[src/hw/csr_defs.svh]
// constants for the capture stop and re-arm sequencer
// assumes a 100 MHz system clock; included by the sequencer and the testbench
`ifndef CSR_DEFS_SVH
`define CSR_DEFS_SVH
`define CSR_MEM_DEPTH       16384
`define CSR_STOP_DELAY_MAX  14'h3FFF
`define CSR_STOP_DELAY_RST  14'h3FFF
`define CSR_TRG_DELAY_RST   16'h0000
`define CSR_TRG_COUNT_RST   5'h01
// re-arm field resets to off, everything else cleared
`define CSR_CTRL_RST        32'h0000_0060
`define CSR_CLK_HZ          100000000
`define CSR_REARM_1S_SEC    1
`define CSR_REARM_3S_SEC    3
`define CSR_REARM_1S_CYC    (`CSR_REARM_1S_SEC * `CSR_CLK_HZ)
`define CSR_REARM_3S_CYC    (`CSR_REARM_3S_SEC * `CSR_CLK_HZ)
// register word addresses
`define CSR_ADDR_CTRL       4'h0
`define CSR_ADDR_STOP       4'h1
`define CSR_ADDR_TRIG       4'h2
`define CSR_ADDR_CMD        4'h3
`define CSR_ADDR_STATUS     4'h4
`define CSR_ADDR_COUNT      4'h5
// ctrl fields
`define CSR_CTRL_MODE_LSB   0
`define CSR_CTRL_STOP_LSB   2
`define CSR_CTRL_REARM_LSB  4
`define CSR_CTRL_SOE_BIT    8
`define CSR_CTRL_EXTEN_BIT  9
`define CSR_CTRL_GAPS_BIT   10
// command bits
`define CSR_CMD_RUN_BIT     0
`define CSR_CMD_STOP_BIT    1
`define CSR_CMD_SAMPLE_BIT  2
`endif

[src/hw/csr_pkg.sv]
// types for the capture stop and re-arm sequencer
// assumes csr_defs.svh holds every numeric constant
package csr_pkg;
  typedef enum logic [1:0] {MODE_START_ANA, MODE_STOP_ANA, MODE_START_CMP} csr_mode_e;
  typedef enum logic [1:0] {STOP_RISE, STOP_FALL, STOP_INTERNAL, STOP_OFF} csr_stop_e;
  typedef enum logic [2:0]
  {
    REARM_0S, REARM_1S, REARM_3S, REARM_0S_ERR, REARM_1S_ERR, REARM_3S_ERR, REARM_OFF
  } csr_rearm_e;
  typedef enum logic [1:0] {ST_IDLE, ST_ARMED, ST_ACTIVE} csr_state_e;
  typedef struct packed
  {
    logic        match;   // trigger word matched this clock
    logic        qual;    // trigger qualifier valid
    logic        arm;     // external arm level
    logic        mismatch;// compare error this clock
  } csr_dut_s;
endpackage

[src/hw/csr_sequencer.sv]
// capture stop and re-arm sequencer with avalon-mm registers
// assumes match/qual/mismatch come from same-clock compare logic; stop and
// sample clock pins are asynchronous and are synchronised here
`timescale 1ns/1ps
`include "csr_defs.svh"
module csr_sequencer #(
  parameter int unsigned REARM_1S_CYC = `CSR_REARM_1S_CYC,
  parameter int unsigned REARM_3S_CYC = `CSR_REARM_3S_CYC,
  parameter int unsigned MEM_DEPTH    = `CSR_MEM_DEPTH
) (
  input  wire logic             clk_i,            // 100 MHz system clock
  input  wire logic             reset_n_i,        // async reset, active low
  input  wire logic [3:0]       avs_address_i,    // word address
  input  wire logic             avs_read_i,       // read request
  input  wire logic             avs_write_i,      // write request
  input  wire logic [31:0]      avs_writedata_i,  // write data
  output logic      [31:0]      avs_readdata_o,   // read data
  output logic                  avs_waitrequest_o,// stall
  input  wire csr_pkg::csr_dut_s dut_i,           // same-clock compare results
  input  wire logic             samp_clk_i,       // link sampling clock pin
  input  wire logic             stop_pin_i,       // external stop pin
  output logic      [1:0]       state_o,          // idle/armed/active
  output logic                  capture_o,        // sample strobe this clock
  output logic                  error_seen_o      // compare error latched
);
  // ==========================================================
  // synchronisers and edge detect
  logic [2:0] samp_sync_reg;
  logic [2:0] stop_sync_reg;
  always_ff @(posedge clk_i or negedge reset_n_i)
  begin
    if (!reset_n_i)
    begin
      samp_sync_reg <= 3'h0;
      stop_sync_reg <= 3'h0;
    end
    else
    begin
      samp_sync_reg <= {samp_sync_reg[1:0], samp_clk_i};
      stop_sync_reg <= {stop_sync_reg[1:0], stop_pin_i};
    end
  end
  wire samp_tick = samp_sync_reg[1] & ~samp_sync_reg[2];
  wire stop_rise = stop_sync_reg[1] & ~stop_sync_reg[2];
  wire stop_fall = ~stop_sync_reg[1] & stop_sync_reg[2];

  // ==========================================================
  // registers
  logic [31:0] ctrl_reg;
  logic [13:0] stop_delay_reg;
  logic [15:0] trg_delay_reg;
  logic [4:0]  trg_count_reg;
  logic        run_cmd, stop_cmd, sample_cmd;
  logic        rd_pend_reg;
  csr_pkg::csr_state_e state_reg;
  logic [14:0] words_reg;
  logic        err_reg;

  wire csr_pkg::csr_mode_e  mode  = csr_pkg::csr_mode_e'(ctrl_reg[`CSR_CTRL_MODE_LSB +: 2]);
  wire csr_pkg::csr_stop_e  ssrc  = csr_pkg::csr_stop_e'(ctrl_reg[`CSR_CTRL_STOP_LSB +: 2]);
  wire csr_pkg::csr_rearm_e rearm =
    csr_pkg::csr_rearm_e'(ctrl_reg[`CSR_CTRL_REARM_LSB +: 3]);
  wire soe   = ctrl_reg[`CSR_CTRL_SOE_BIT];
  wire exten = ctrl_reg[`CSR_CTRL_EXTEN_BIT];
  wire gaps  = ctrl_reg[`CSR_CTRL_GAPS_BIT];

  // a write lands only on the edge at which the master sees waitrequest low,
  // so a master that gives up early can never leave a half-applied command
  wire wr_hit = avs_write_i & ~avs_waitrequest_o;
  // writes finish in one stall cycle; reads in two
  always_ff @(posedge clk_i or negedge reset_n_i)
  begin
    if (!reset_n_i)
    begin
      ctrl_reg       <= `CSR_CTRL_RST;
      stop_delay_reg <= `CSR_STOP_DELAY_RST;
      trg_delay_reg  <= `CSR_TRG_DELAY_RST;
      trg_count_reg  <= `CSR_TRG_COUNT_RST;
      run_cmd        <= 1'b0;
      stop_cmd       <= 1'b0;
      sample_cmd     <= 1'b0;
    end
    else
    begin
      run_cmd    <= 1'b0;
      stop_cmd   <= 1'b0;
      sample_cmd <= 1'b0;
      if (wr_hit)
      begin
        unique case (avs_address_i)
          `CSR_ADDR_CTRL: ctrl_reg <= {21'h0, avs_writedata_i[10:0]};
          `CSR_ADDR_STOP: stop_delay_reg <= avs_writedata_i[13:0];
          `CSR_ADDR_TRIG:
          begin
            trg_delay_reg <= avs_writedata_i[15:0];
            if (avs_writedata_i[20:16] >= 5'h01 && avs_writedata_i[20:16] <= 5'h10)
              trg_count_reg <= avs_writedata_i[20:16];
          end
          `CSR_ADDR_CMD:
          begin
            run_cmd    <= avs_writedata_i[`CSR_CMD_RUN_BIT];
            stop_cmd   <= avs_writedata_i[`CSR_CMD_STOP_BIT];
            sample_cmd <= avs_writedata_i[`CSR_CMD_SAMPLE_BIT];
          end
          default: ;
        endcase
      end
    end
  end

  always_ff @(posedge clk_i or negedge reset_n_i)
  begin
    if (!reset_n_i)
    begin
      avs_waitrequest_o <= 1'b1;
      avs_readdata_o    <= 32'h0000_0000;
      rd_pend_reg       <= 1'b0;
    end
    else
    begin
      avs_waitrequest_o <= 1'b1;
      rd_pend_reg       <= 1'b0;
      if (avs_write_i && avs_waitrequest_o)
        avs_waitrequest_o <= 1'b0;
      if (avs_read_i && avs_waitrequest_o && !rd_pend_reg)
        rd_pend_reg <= 1'b1;
      if (rd_pend_reg && avs_read_i)
      begin
        avs_waitrequest_o <= 1'b0;
        unique case (avs_address_i)
          `CSR_ADDR_CTRL:   avs_readdata_o <= ctrl_reg;
          `CSR_ADDR_STOP:   avs_readdata_o <= {18'h0, stop_delay_reg};
          `CSR_ADDR_TRIG:   avs_readdata_o <= {11'h0, trg_count_reg, trg_delay_reg};
          `CSR_ADDR_STATUS: avs_readdata_o <= {29'h0, err_reg, state_reg};
          `CSR_ADDR_COUNT:  avs_readdata_o <= {17'h0, words_reg};
          default:          avs_readdata_o <= 32'h0000_0000;
        endcase
      end
      if (!avs_waitrequest_o)
        avs_waitrequest_o <= 1'b1;
    end
  end

  // ==========================================================
  // trigger detection
  logic [4:0]  hit_cnt_reg;
  logic [16:0] tdly_reg;
  logic        tdly_run_reg;
  logic [14:0] sdly_reg;
  logic        sdly_run_reg;
  logic [31:0] rearm_cnt_reg;
  logic        rearm_wait_reg;
  logic        arm_d_reg;

  wire qualified = dut_i.match & dut_i.qual;
  wire trig_hit  = samp_tick && qualified && (hit_cnt_reg + 5'h01 >= trg_count_reg);
  // count occurrences with or without gaps
  always_ff @(posedge clk_i or negedge reset_n_i)
  begin
    if (!reset_n_i)
      hit_cnt_reg <= 5'h00;
    else if (state_reg == csr_pkg::ST_IDLE || trig_hit)
      hit_cnt_reg <= 5'h00;
    else if (samp_tick)
    begin
      if (qualified)
        hit_cnt_reg <= hit_cnt_reg + 5'h01;
      else if (!gaps)
        hit_cnt_reg <= 5'h00;
    end
  end

  always_ff @(posedge clk_i or negedge reset_n_i)
  begin
    if (!reset_n_i)
      arm_d_reg <= 1'b0;
    else
      arm_d_reg <= dut_i.arm;
  end
  wire ext_arm = exten & dut_i.arm & ~arm_d_reg;

  // ==========================================================
  // end conditions
  wire mem_full = (words_reg == 15'(MEM_DEPTH));
  // halt on the tick that shows the mismatch
  wire err_stop = soe && (mode == csr_pkg::MODE_START_CMP) && dut_i.mismatch && samp_tick;
  wire stop_mode = (mode == csr_pkg::MODE_STOP_ANA);
  wire trig_load = trig_hit && !tdly_run_reg &&
    (stop_mode ? state_reg == csr_pkg::ST_ACTIVE : state_reg == csr_pkg::ST_ARMED);
  // stop-analysis ends when the trigger delay runs out, unless memory fills or a stop or sample command comes first
  // a delay of d ends d ticks after the trigger word; zero ends on the word
  // itself, so the last count is taken as the counter reaches one
  wire tdly_done = samp_tick && ((tdly_run_reg && tdly_reg == 17'h1) ||
                                 (trig_load && trg_delay_reg == 16'h0));
  wire sdly_done = sdly_run_reg && samp_tick && (sdly_reg == 15'h0);
  wire cap_end = (state_reg == csr_pkg::ST_ACTIVE) &&
    (stop_cmd || (samp_tick && mem_full) ||
     (stop_mode ? tdly_done : (sdly_done || err_stop)));
  wire err_rearm = (rearm == csr_pkg::REARM_0S_ERR || rearm == csr_pkg::REARM_1S_ERR ||
                    rearm == csr_pkg::REARM_3S_ERR);
  wire rearm_ok = !(err_rearm && (err_reg || dut_i.mismatch));
  wire zero_rearm = rearm_ok && (rearm == csr_pkg::REARM_0S || rearm == csr_pkg::REARM_0S_ERR);

  // ==========================================================
  // state machine
  always_ff @(posedge clk_i or negedge reset_n_i)
  begin
    if (!reset_n_i)
      state_reg <= csr_pkg::ST_IDLE;
    else
      unique case (state_reg)
        csr_pkg::ST_IDLE:
          if (sample_cmd)
            state_reg <= csr_pkg::ST_ACTIVE;
          else if (run_cmd || ext_arm ||
                   (rearm_wait_reg && rearm_cnt_reg == 32'h0))
            state_reg <= csr_pkg::ST_ARMED;
        csr_pkg::ST_ARMED:
          if (stop_cmd)
            state_reg <= csr_pkg::ST_IDLE;
          else if (stop_mode || sample_cmd)
            state_reg <= csr_pkg::ST_ACTIVE;
          else if (tdly_done)
            state_reg <= csr_pkg::ST_ACTIVE;
        csr_pkg::ST_ACTIVE:
          if (cap_end || (stop_mode && sample_cmd))
            state_reg <= (zero_rearm && !stop_cmd) ? csr_pkg::ST_ARMED : csr_pkg::ST_IDLE;
        default: state_reg <= csr_pkg::ST_IDLE;
      endcase
  end

  // trigger delay: runs in armed for start modes, in active for stop-analysis
  always_ff @(posedge clk_i or negedge reset_n_i)
  begin
    if (!reset_n_i)
    begin
      tdly_reg     <= 17'h0;
      tdly_run_reg <= 1'b0;
    end
    else if (state_reg == csr_pkg::ST_IDLE || cap_end)
      tdly_run_reg <= 1'b0;
    else if (trig_hit && !tdly_run_reg &&
             (stop_mode ? state_reg == csr_pkg::ST_ACTIVE : state_reg == csr_pkg::ST_ARMED))
    begin
      tdly_reg     <= {1'b0, trg_delay_reg};
      tdly_run_reg <= 1'b1;
    end
    else if (tdly_run_reg && samp_tick && tdly_reg != 17'h0)
      tdly_reg <= tdly_reg - 17'h1;
    else if (state_reg == csr_pkg::ST_ACTIVE && !stop_mode)
      tdly_run_reg <= 1'b0;
  end

  // stop delay counter; zero delay ends on the first tick after the edge, internal zero never runs
  wire enter_active = (state_reg != csr_pkg::ST_ACTIVE) &&
                      ((state_reg == csr_pkg::ST_ARMED && (stop_mode || tdly_done)) ||
                       sample_cmd);
  always_ff @(posedge clk_i or negedge reset_n_i)
  begin
    if (!reset_n_i)
    begin
      sdly_reg     <= 15'h0;
      sdly_run_reg <= 1'b0;
    end
    else if (enter_active)
    begin
      // internal starts on active; loaded from setting
      sdly_reg     <= {1'b0, stop_delay_reg} - 15'h1;
      sdly_run_reg <= (ssrc == csr_pkg::STOP_INTERNAL) && (stop_delay_reg != 14'h0);
    end
    else if (state_reg != csr_pkg::ST_ACTIVE || cap_end)
      sdly_run_reg <= 1'b0;
    // chosen edge; external counts after edge
    else if (!sdly_run_reg &&
             ((ssrc == csr_pkg::STOP_RISE && stop_rise) ||
              (ssrc == csr_pkg::STOP_FALL && stop_fall)))
    begin
      // edge-to-stop equals setting, one tick for zero
      // the word on the ending tick is the last one of the count
      sdly_reg     <= (stop_delay_reg == 14'h0) ? 15'h0 : {1'b0, stop_delay_reg} - 15'h1;
      sdly_run_reg <= 1'b1;
    end
    else if (sdly_run_reg && samp_tick)
      sdly_reg <= sdly_reg - 15'h1;
  end
  // stop off relies on memory full, a stop command or an error stop; delay unused
  // memory full ends capture without an edge

  // captured words and error flag
  always_ff @(posedge clk_i or negedge reset_n_i)
  begin
    if (!reset_n_i)
      words_reg <= 15'h0;
    else if (enter_active)
      words_reg <= 15'h0;
    else if (state_reg == csr_pkg::ST_ACTIVE && samp_tick && !mem_full)
      words_reg <= words_reg + 15'h1;
  end

  // errors only count in compare mode
  always_ff @(posedge clk_i or negedge reset_n_i)
  begin
    if (!reset_n_i)
      err_reg <= 1'b0;
    else if (state_reg == csr_pkg::ST_ACTIVE && samp_tick && dut_i.mismatch &&
             mode == csr_pkg::MODE_START_CMP)
      err_reg <= 1'b1;
    else if (run_cmd)
      err_reg <= 1'b0;
  end

  // ==========================================================
  // timed re-arm
  always_ff @(posedge clk_i or negedge reset_n_i)
  begin
    if (!reset_n_i)
    begin
      rearm_cnt_reg  <= 32'h0;
      rearm_wait_reg <= 1'b0;
    end
    else if (cap_end && rearm_ok && !zero_rearm && !stop_cmd)
    begin
      // 1s/3s wait in idle; off never waits
      unique case (rearm)
        csr_pkg::REARM_1S, csr_pkg::REARM_1S_ERR:
        begin
          rearm_cnt_reg  <= REARM_1S_CYC - 32'd2;
          rearm_wait_reg <= 1'b1;
        end
        csr_pkg::REARM_3S, csr_pkg::REARM_3S_ERR:
        begin
          rearm_cnt_reg  <= REARM_3S_CYC - 32'd2;
          rearm_wait_reg <= 1'b1;
        end
        default: rearm_wait_reg <= 1'b0;
      endcase
    end
    else if (state_reg != csr_pkg::ST_IDLE || run_cmd)
      rearm_wait_reg <= 1'b0;
    else if (rearm_wait_reg && rearm_cnt_reg != 32'h0)
      rearm_cnt_reg <= rearm_cnt_reg - 32'h1;
  end

  // ==========================================================
  // outputs
  always_ff @(posedge clk_i or negedge reset_n_i)
  begin
    if (!reset_n_i)
    begin
      state_o      <= 2'h0;
      capture_o    <= 1'b0;
      error_seen_o <= 1'b0;
    end
    else
    begin
      state_o      <= state_reg;
      capture_o    <= (state_reg == csr_pkg::ST_ACTIVE) && samp_tick && !mem_full;
      error_seen_o <= err_reg;
    end
  end
endmodule

[config.mk]
export PLATFORM = sky130hd
export DESIGN_NAME = csr_sequencer
export DESIGN_NICKNAME = d
export VERILOG_FILES = /design/src/hw/csr_pkg.sv /design/src/hw/csr_sequencer.sv
export VERILOG_INCLUDE_DIRS = /design/src /design/src/hw
export SDC_FILE = /design/constraint.sdc
export NUM_CORES = 1
export LEC_CHECK = 0
export BUFFER_PORTS_ARGS = -buffer_cell sky130_fd_sc_hd__buf_2
export CORE_MARGIN = 2
export CORE_UTILIZATION = 45
export CTS_CLUSTER_SIZE = 14
export DETAILED_ROUTE_END_ITERATION = 10
export GPL_ROUTABILITY_DRIVEN = 0
export PLACE_DENSITY = 0.66
export SLEW_MARGIN = 20
export SYNTH_ARGS = -nofsm -noshare
export SYNTH_HDL_FRONTEND = slang
export SYNTH_SLANG_ARGS = --single-unit
[constraint.sdc]
create_clock -name clk_i -period 2.98 [get_ports clk_i]
set_input_delay 0 -clock clk_i [delete_from_list [all_inputs] [get_ports clk_i]]
set_output_delay 0 -clock clk_i [all_outputs]
set_load 0.02 [all_outputs]
==> qor.yml, run 1 <==
power_and_ir_drop:
  p_per_area_nw_per_um2: 640.9
  finalPower_mw: 7.000
  switching_share_pct: 34.30
  ir_drop_mv: 0.4774
  p_seq_share_pct: 43.9
  pwr-share-comb_pct: 23.9
  internal-power_mw: 4.599
  clkPwrFrac_pct: 32.3
  power_leakage_nw: 4.652
  power_switching_mw: 2.401
hold_path:
  hold-path-cell-count: 3
  hold_start: "avs_address_i[3]"
  whs_endpoint: "sample_cmd"
  min_path_type: "input pin to flip-flop"
critical_path:
  path_class: "flip-flop to flip-flop"
  rrSetupSlack_ns: 0.1
  crit_arrival_ns: 3.19
  ff2ff_path_depth: 8
  reg2reg_from: "trg_delay_reg[15]"
  required_ns: 3.29
  critPathCaptureType: "flip-flop"
  startpoint_type: "flip-flop"
  cp_max_fo: 8
  reg2reg_to: "rearm_cnt_reg[28]"
cts:
  numCtsBuffers: 17
  clk_pin_slew_ns: 0.07
  cts.sinks: 173
  insertion_delay_ns: 0.43
  htreeDepth: 4
  cts_tree: "done"
  root_buffer: "clkbuf_16"
  clock_path_buffers: 2
die:
  dieArea_um2: 21670
  row_count: 52
  core_um2: 20170
  io_pins: 83
  start_util_pct: 45.76
  die_w_um: 147.2
  die_h_um: 147.2
detailed_routing:
  drt.antenna.violating_nets: 0
  vias_per_cell: 5.841
  met3_wirelength_mm: 1.456
  top_layer: "met4"
  drt-total-wl_mm: 24.49
  vias: 7698
  wl_per_cell_um: 18.58
  wl_met1_mm: 11.70
  drtPass1Iterations: 5
  drc: 0
  drtIter0Drc: 712
  routed-wl-met2_mm: 10.83
sta:
  setup_violations: 0
  worst_pin_slew_ns: 0.7135
  max_freq_mhz: 346.7
  hold_violations: 0
  slew_viol_final: 0
  maxSlewHeadroom_pct: 52.00
  fin_crit_sh_pct: 96.79
  period_needed_ns: 2.884
  whs_ns: 0.02179
  rsz0062_at_grt: "no"
  skew_ns: 0.01034
  tns_ns: 0
synthesis:
  synth_top_area_share_pct: 42.03
  async_flop_share_pct: 100.0
  synth_edf_count: 0
  ys_types: 76
  synthCells: 928
  synthTopCellsByArea: "dfrtp_1 (42%), mux2_2 (6.6%), dfstp_2 (5.1%)"
  ys_seq_elements: 173
  synth-main-ff-cell: "dfrtp_1"
  avgSynthCellArea_um2: 9.945
  yosysTopAreaCell: "dfrtp_1"
  synth_most_common_cell: "dfrtp_1"
  ys_warn_count: 0
  netlist_area_um2: 9229
  ys_seq_area_share_pct: 47.15
  synth.top_cells.by_count: "dfrtp_1 (155), nand2_1 (89), nor2_1 (73)"
global_route:
  grt_max_degree: 80
  grtUsageTotal_pct: 23.63
  grt_pass1_wl_mm: 40.48
  grt_pass1_vias: 7563
  antenna_found_initial: 0
  grt_overflow: 0
status:
  outcome: "complete, no violations"
cells_and_area:
  diodes: 0
  nets: 1094
  largest_reg_flops: 32
  drive_gt1_share_pct: 22.23
  area_delta_synth_final_pct: 18.34
placement:
  io_buffers: 60
  hpwl_mm: 17.42
flow_run:
  drv_cap: 0
[per-stage QoR]
| stage | util, % | instance area [um^2] | worst slack, ns | cells |
|---|---|---|---|---|
| 2_1_floorplan | - | 9266 | 0.09179 | 938 |
| 3_3_place_gp | 49.61 | 10010 | 0.08282 | 1259 |
| 3_5_place_dp | 49.61 | 10010 | 0.002436 | 1259 |
| 4_1_cts | 53.91 | 10870 | 0.003984 | 1318 |
| 5_1_grt | 54.15 | 10920 | 0.01607 | 1318 |
| 6_report | 54.15 | 10920 | 0.09578 | 1318 |
[per-layer routing]
metal	vias up	global-route usage, %
met5	-	0
met4	0	8.269
met3	39	5.373
met2	242	34.37
met1	3802	34.77
li1	3615	-
[logic make-up after synthesis]
group / count (synthesis) / share of synthesized area, %
AO/OA/AOI/OAI: 201 / 15.47
XOR/XNOR: 48 / 4.555
adder cells (fa/ha/maj): 13 / 1.763
buffers and inverters: 85 / 4.054
flip-flops: 173 / 47.15
multiplexers: 59 / 7.267
other: 1 / 0.04063
AND/OR/NAND/NOR: 348 / 19.70
[how the worst max path moves through the flow]
stage	from	endpoint	slack [ns]	cells past startpoint
final	trg_delay_reg[15]	rearm_cnt_reg[28]	0.1	8
after global routing	trg_delay_reg[15]	rearm_cnt_reg[28]	0.02	8
after CTS	hit_cnt_reg[0]	sdly_reg[0]	0.004	11
after detailed placement	hit_cnt_reg[0]	tdly_reg[2]	0.002	12
after global placement	hit_cnt_reg[0]	tdly_reg[10]	0.08	12
after floorplan	hit_cnt_reg[0]	sdly_reg[0]	0.09	11
[cell usage in the layout, fill, tap and decap left out, types with 8 or more instances in the layout]
cell type and count:
xnor2_1 30, xor2_1 18, and3_1 9, nor3_1 29
or3_1 16, a22oi_1 23, mux2_2 54, dfrtp_1 155
dfstp_2 18, o22ai_1 11, inv_1 32, a222oi_1 13
ha_1 13, nand2b_1 8, buf_2 59, o21ai_0 52
nand3_1 34, o2bb2ai_1 11, buf_4 43, nand2_1 88
nor4_1 25, a21oi_1 23, conb_1 11, dlygate4sd3_1 27
and2_1 10, nor2_1 73, clkbuf_16 17
[layout make-up]
type / count / area (um^2)
Fill cell: 1784 / 9248
Multi-Input combinational cell: 680 / 4594
Sequential cell: 173 / 4352
Timing Repair Buffer: 131 / 919.6
Clock buffer: 17 / 425.4
Tap cell: 270 / 337.8
Clock inverter: 15 / 172.7
Inverter: 32 / 120.1
[what timing repair did]
action | 4_1_cts | 5_1_grt
endpoints found under the setup margin | 0 | 50
buffers inserted | 0 | 0
resized for setup | 0 | 10
endpoints found under the hold margin | 115 | 0
hold buffers | 27 | 0
[worst max-delay path: stages, from the launching register on]
cell      delay, ns
dfrtp_1        0.45
nor4_1         0.39
nand4_1        0.25
or4_4          0.52
o21ai_4        0.18
buf_4          0.17
o2111a_4       0.26
and3b_1        0.18
or3_1          0.36
[power by group through the flow]
stage               Clock, mW  Combinational (mW)  Sequential (mW)
CTS                      2.31                1.64             3.05
global placement            0                1.58             3.09
floorplan                   0                1.06             3.00
global route             2.41                1.86             3.11
finish                   2.26                1.67             3.07
detailed placement          0                1.60             3.09
Note: power is estimated with default switching activity, not from simulation.
==> run 2, diff against run 1 <==
--- a/config.mk
+++ b/config.mk
@@ -8,10 +8,9 @@
 export LEC_CHECK = 0
 export BUFFER_PORTS_ARGS = -buffer_cell sky130_fd_sc_hd__buf_2
-export CORE_MARGIN = 2
 export CORE_UTILIZATION = 45
 export CTS_CLUSTER_SIZE = 14
 export DETAILED_ROUTE_END_ITERATION = 10
 export GPL_ROUTABILITY_DRIVEN = 0
-export PLACE_DENSITY = 0.66
+export PLACE_DENSITY = 0.78
 export SLEW_MARGIN = 20
 export SYNTH_ARGS = -nofsm -noshare
==> constraint.sdc (replaced) <==
create_clock -name clk_i -period 2.98 [get_ports clk_i]
set_input_delay 0 -clock clk_i [delete_from_list [all_inputs] [get_ports clk_i]]
set_output_delay 0 -clock clk_i [all_outputs]
set_load 0.005 [all_outputs]
==> qor.yml, run 2 (synthesized netlist as in run 1, its figures left out) <==
status:
  outcome: "complete, no violations"
die:
  die_h_um: 145.2
  start_util_pct: 45.76
  core_um2: 20170
  io_pins: 83
  die_w_um: 145.2
  dieArea_um2: 21090
  row_count: 52
cts:
  clk_pin_slew_ns: 0.07
  insertion_delay_ns: 0.45
  htreeDepth: 4
  clock_path_buffers: 2
  numCtsBuffers: 17
  cts.sinks: 173
  root_buffer: "clkbuf_16"
  cts_setup_buffers: 0
  cts_tree: "done"
sta:
  max_freq_mhz: 354.0
  fin_crit_sh_pct: 94.80
  worst_pin_slew_ns: 0.8460
  skew_ns: 0.01104
  maxSlewHeadroom_pct: 43.47
  hold_violations: 0
  period_needed_ns: 2.825
  setup_violations: 0
  slew_viol_final: 0
critical_path:
  crit_arrival_ns: 3.15
  crit_path_max_incr_delay_ns: 0.40
  crit_path_top_delay_cell: "dfrtp_1"
  path_class: "flip-flop to flip-flop"
  path_cells: "ha_1, xor2_1, ha_1, nand2_1, o21ai_2, a31oi_2, o2111ai_1, nand2_1, buf_12, a32o_1, a211o_1"
  startpoint_type: "flip-flop"
  required_ns: 3.31
  cp_max_fo: 20
  critPathCaptureType: "flip-flop"
detailed_routing:
  wl_per_cell_um: 18.80
  drt-total-wl_mm: 24.63
  drtIter0Drc: 1038
  drtPass1Iterations: 8
  drc: 0
  drt.antenna.violating_nets: 0
  vias: 7888
  vias_per_cell: 6.021
global_route:
  grt_max_degree: 80
  grt_overflow: 0
  grt_pass1_vias: 7631
  grtUsageTotal_pct: 24.43
  grt_pass1_wl_mm: 40.34
  antenna_found_initial: 1
power_and_ir_drop:
  power_switching_mw: 2.279
  pwr-share-comb_pct: 23.8
  power_leakage_nw: 4.608
  switching_share_pct: 33.10
  p_seq_share_pct: 44.6
  clkPwrFrac_pct: 31.6
  internal-power_mw: 4.605
  p_per_area_nw_per_um2: 634.0
  ir_drop_mv: 0.4963
cells_and_area:
  area_delta_synth_final_pct: 17.65
  nets: 1087
  final_cells: 1310
  final_common_cell: "dfrtp_1"
  final_cell_mix: "dfrtp_1 (155), nand2_1 (89), nor2_1 (73)"
  largest_reg_flops: 32
  diodes: 0
  final_area_um2: 10860
  drive_gt1_share_pct: 21.54
  fillCellCount: 1759
placement:
  io_buffers: 60
  dp.cells: 1252
  hpwl_mm: 17.24
  dpl_cell_area_um2: 9991
hold_path:
  min_path_type: "input pin to flip-flop"
flow_run:
  drv_cap: 0
## run 2: cell types whose count changed in the layout (fill, tap and decap cells not counted), sizes merged
cell / change
clkinvlp: +2
clkbuf: +3
inv: -4
clkinv: -2
buf: -7
## run 2: what timing repair did
item,CTS,global route
endpoints found under the setup margin,1,21
endpoints found under the hold margin,121,0
gates resized for setup,2,5
gates cloned,0,0
hold buffers,27,0
## run 2: through the flow
| step | hold WS [ns] | TNS [ns] | power, mW | setup WS [ns] | utilization (%) |
|---|---|---|---|---|---|
| floorplan | -0.2956 | 0 | 4.022 | 0.09179 | - |
| global placement | 0.08109 | 0 | 4.594 | 0.1103 | 49.53 |
| detailed placement | 0.08700 | 0 | 4.654 | 0.009675 | 49.53 |
| CTS | 0.01438 | 0 | 6.854 | 0.1011 | 53.72 |
| finish | 0.04583 | 0 | 6.884 | 0.1550 | 53.83 |
| global route | 0.03437 | -0.04245 | 7.220 | -0.02131 | 53.83 |
## run 2: path summary, 6_finish.rpt
| check | startpoint | to | slack, ns | cells after the start |
|---|---|---|---|---|
| hold reg to reg | samp_sync_reg[0] | samp_sync_reg[1] | 0.36 | 0 |
| setup / recovery | hit_cnt_reg[1] | sdly_reg[7] | 0.16 | 11 |
| hold / removal | avs_address_i[3] | stop_cmd | 0.05 | 3 |
| min in group asynchronous | reset_n_i | words_reg[14] | 0.17 | 2 |
| setup reg to reg | hit_cnt_reg[1] | sdly_reg[7] | 0.16 | 11 |
| max in group asynchronous | reset_n_i | stop_delay_reg[5] | 1.98 | 3 |
## run 2: worst max-delay path: cells and delay by family (launching register included)
| kind | cells | cell delay (ns) |
|---|---|---|
| AOI/OAI and AO/OA | 5 | 1.22 |
| DFF | 1 | 0.40 |
| and+or+nand+nor | 2 | 0.22 |
| xor gates and xnor gates | 1 | 0.16 |
| adders and majority gates | 2 | 0.51 |
| buffers and inverters | 1 | 0.18 |
## run 2: routing by layer
layer / share of wire [%] / routed length (um) / global-route usage, % / vias to the layer above
li1: - / - / - / 3600
met1: 44 / 10830 / 33.23 / 3913
met2: 46 / 11400 / 37.74 / 320
met3: 7.3 / 1803 / 6.289 / 53
met4: 2.4 / 592 / 8.632 / 2
met5: 0.032 / 8 / 0 / -
## run 2: final cells by class
class / count / area, um^2 / area share, %
inverters: 32 / 120.1 / 1.106
clock inverters: 11 / 110.1 / 1.014
well taps: 270 / 337.8 / 3.111
repair buffers: 124 / 904.6 / 8.331
multi-input cells: 680 / 4577 / 42.15
clock buffers: 20 / 456.7 / 4.206
flip-flops and latches: 173 / 4352 / 40.08
## run 2: power by group through the flow
stage	clock, mW	sequential (mW)	combinational [mW]
floorplan	0	2.97	1.05
global placement	0	3.07	1.52
detailed placement	0	3.08	1.57
CTS	2.19	3.05	1.61
global route	2.31	3.11	1.80
finish	2.17	3.07	1.64
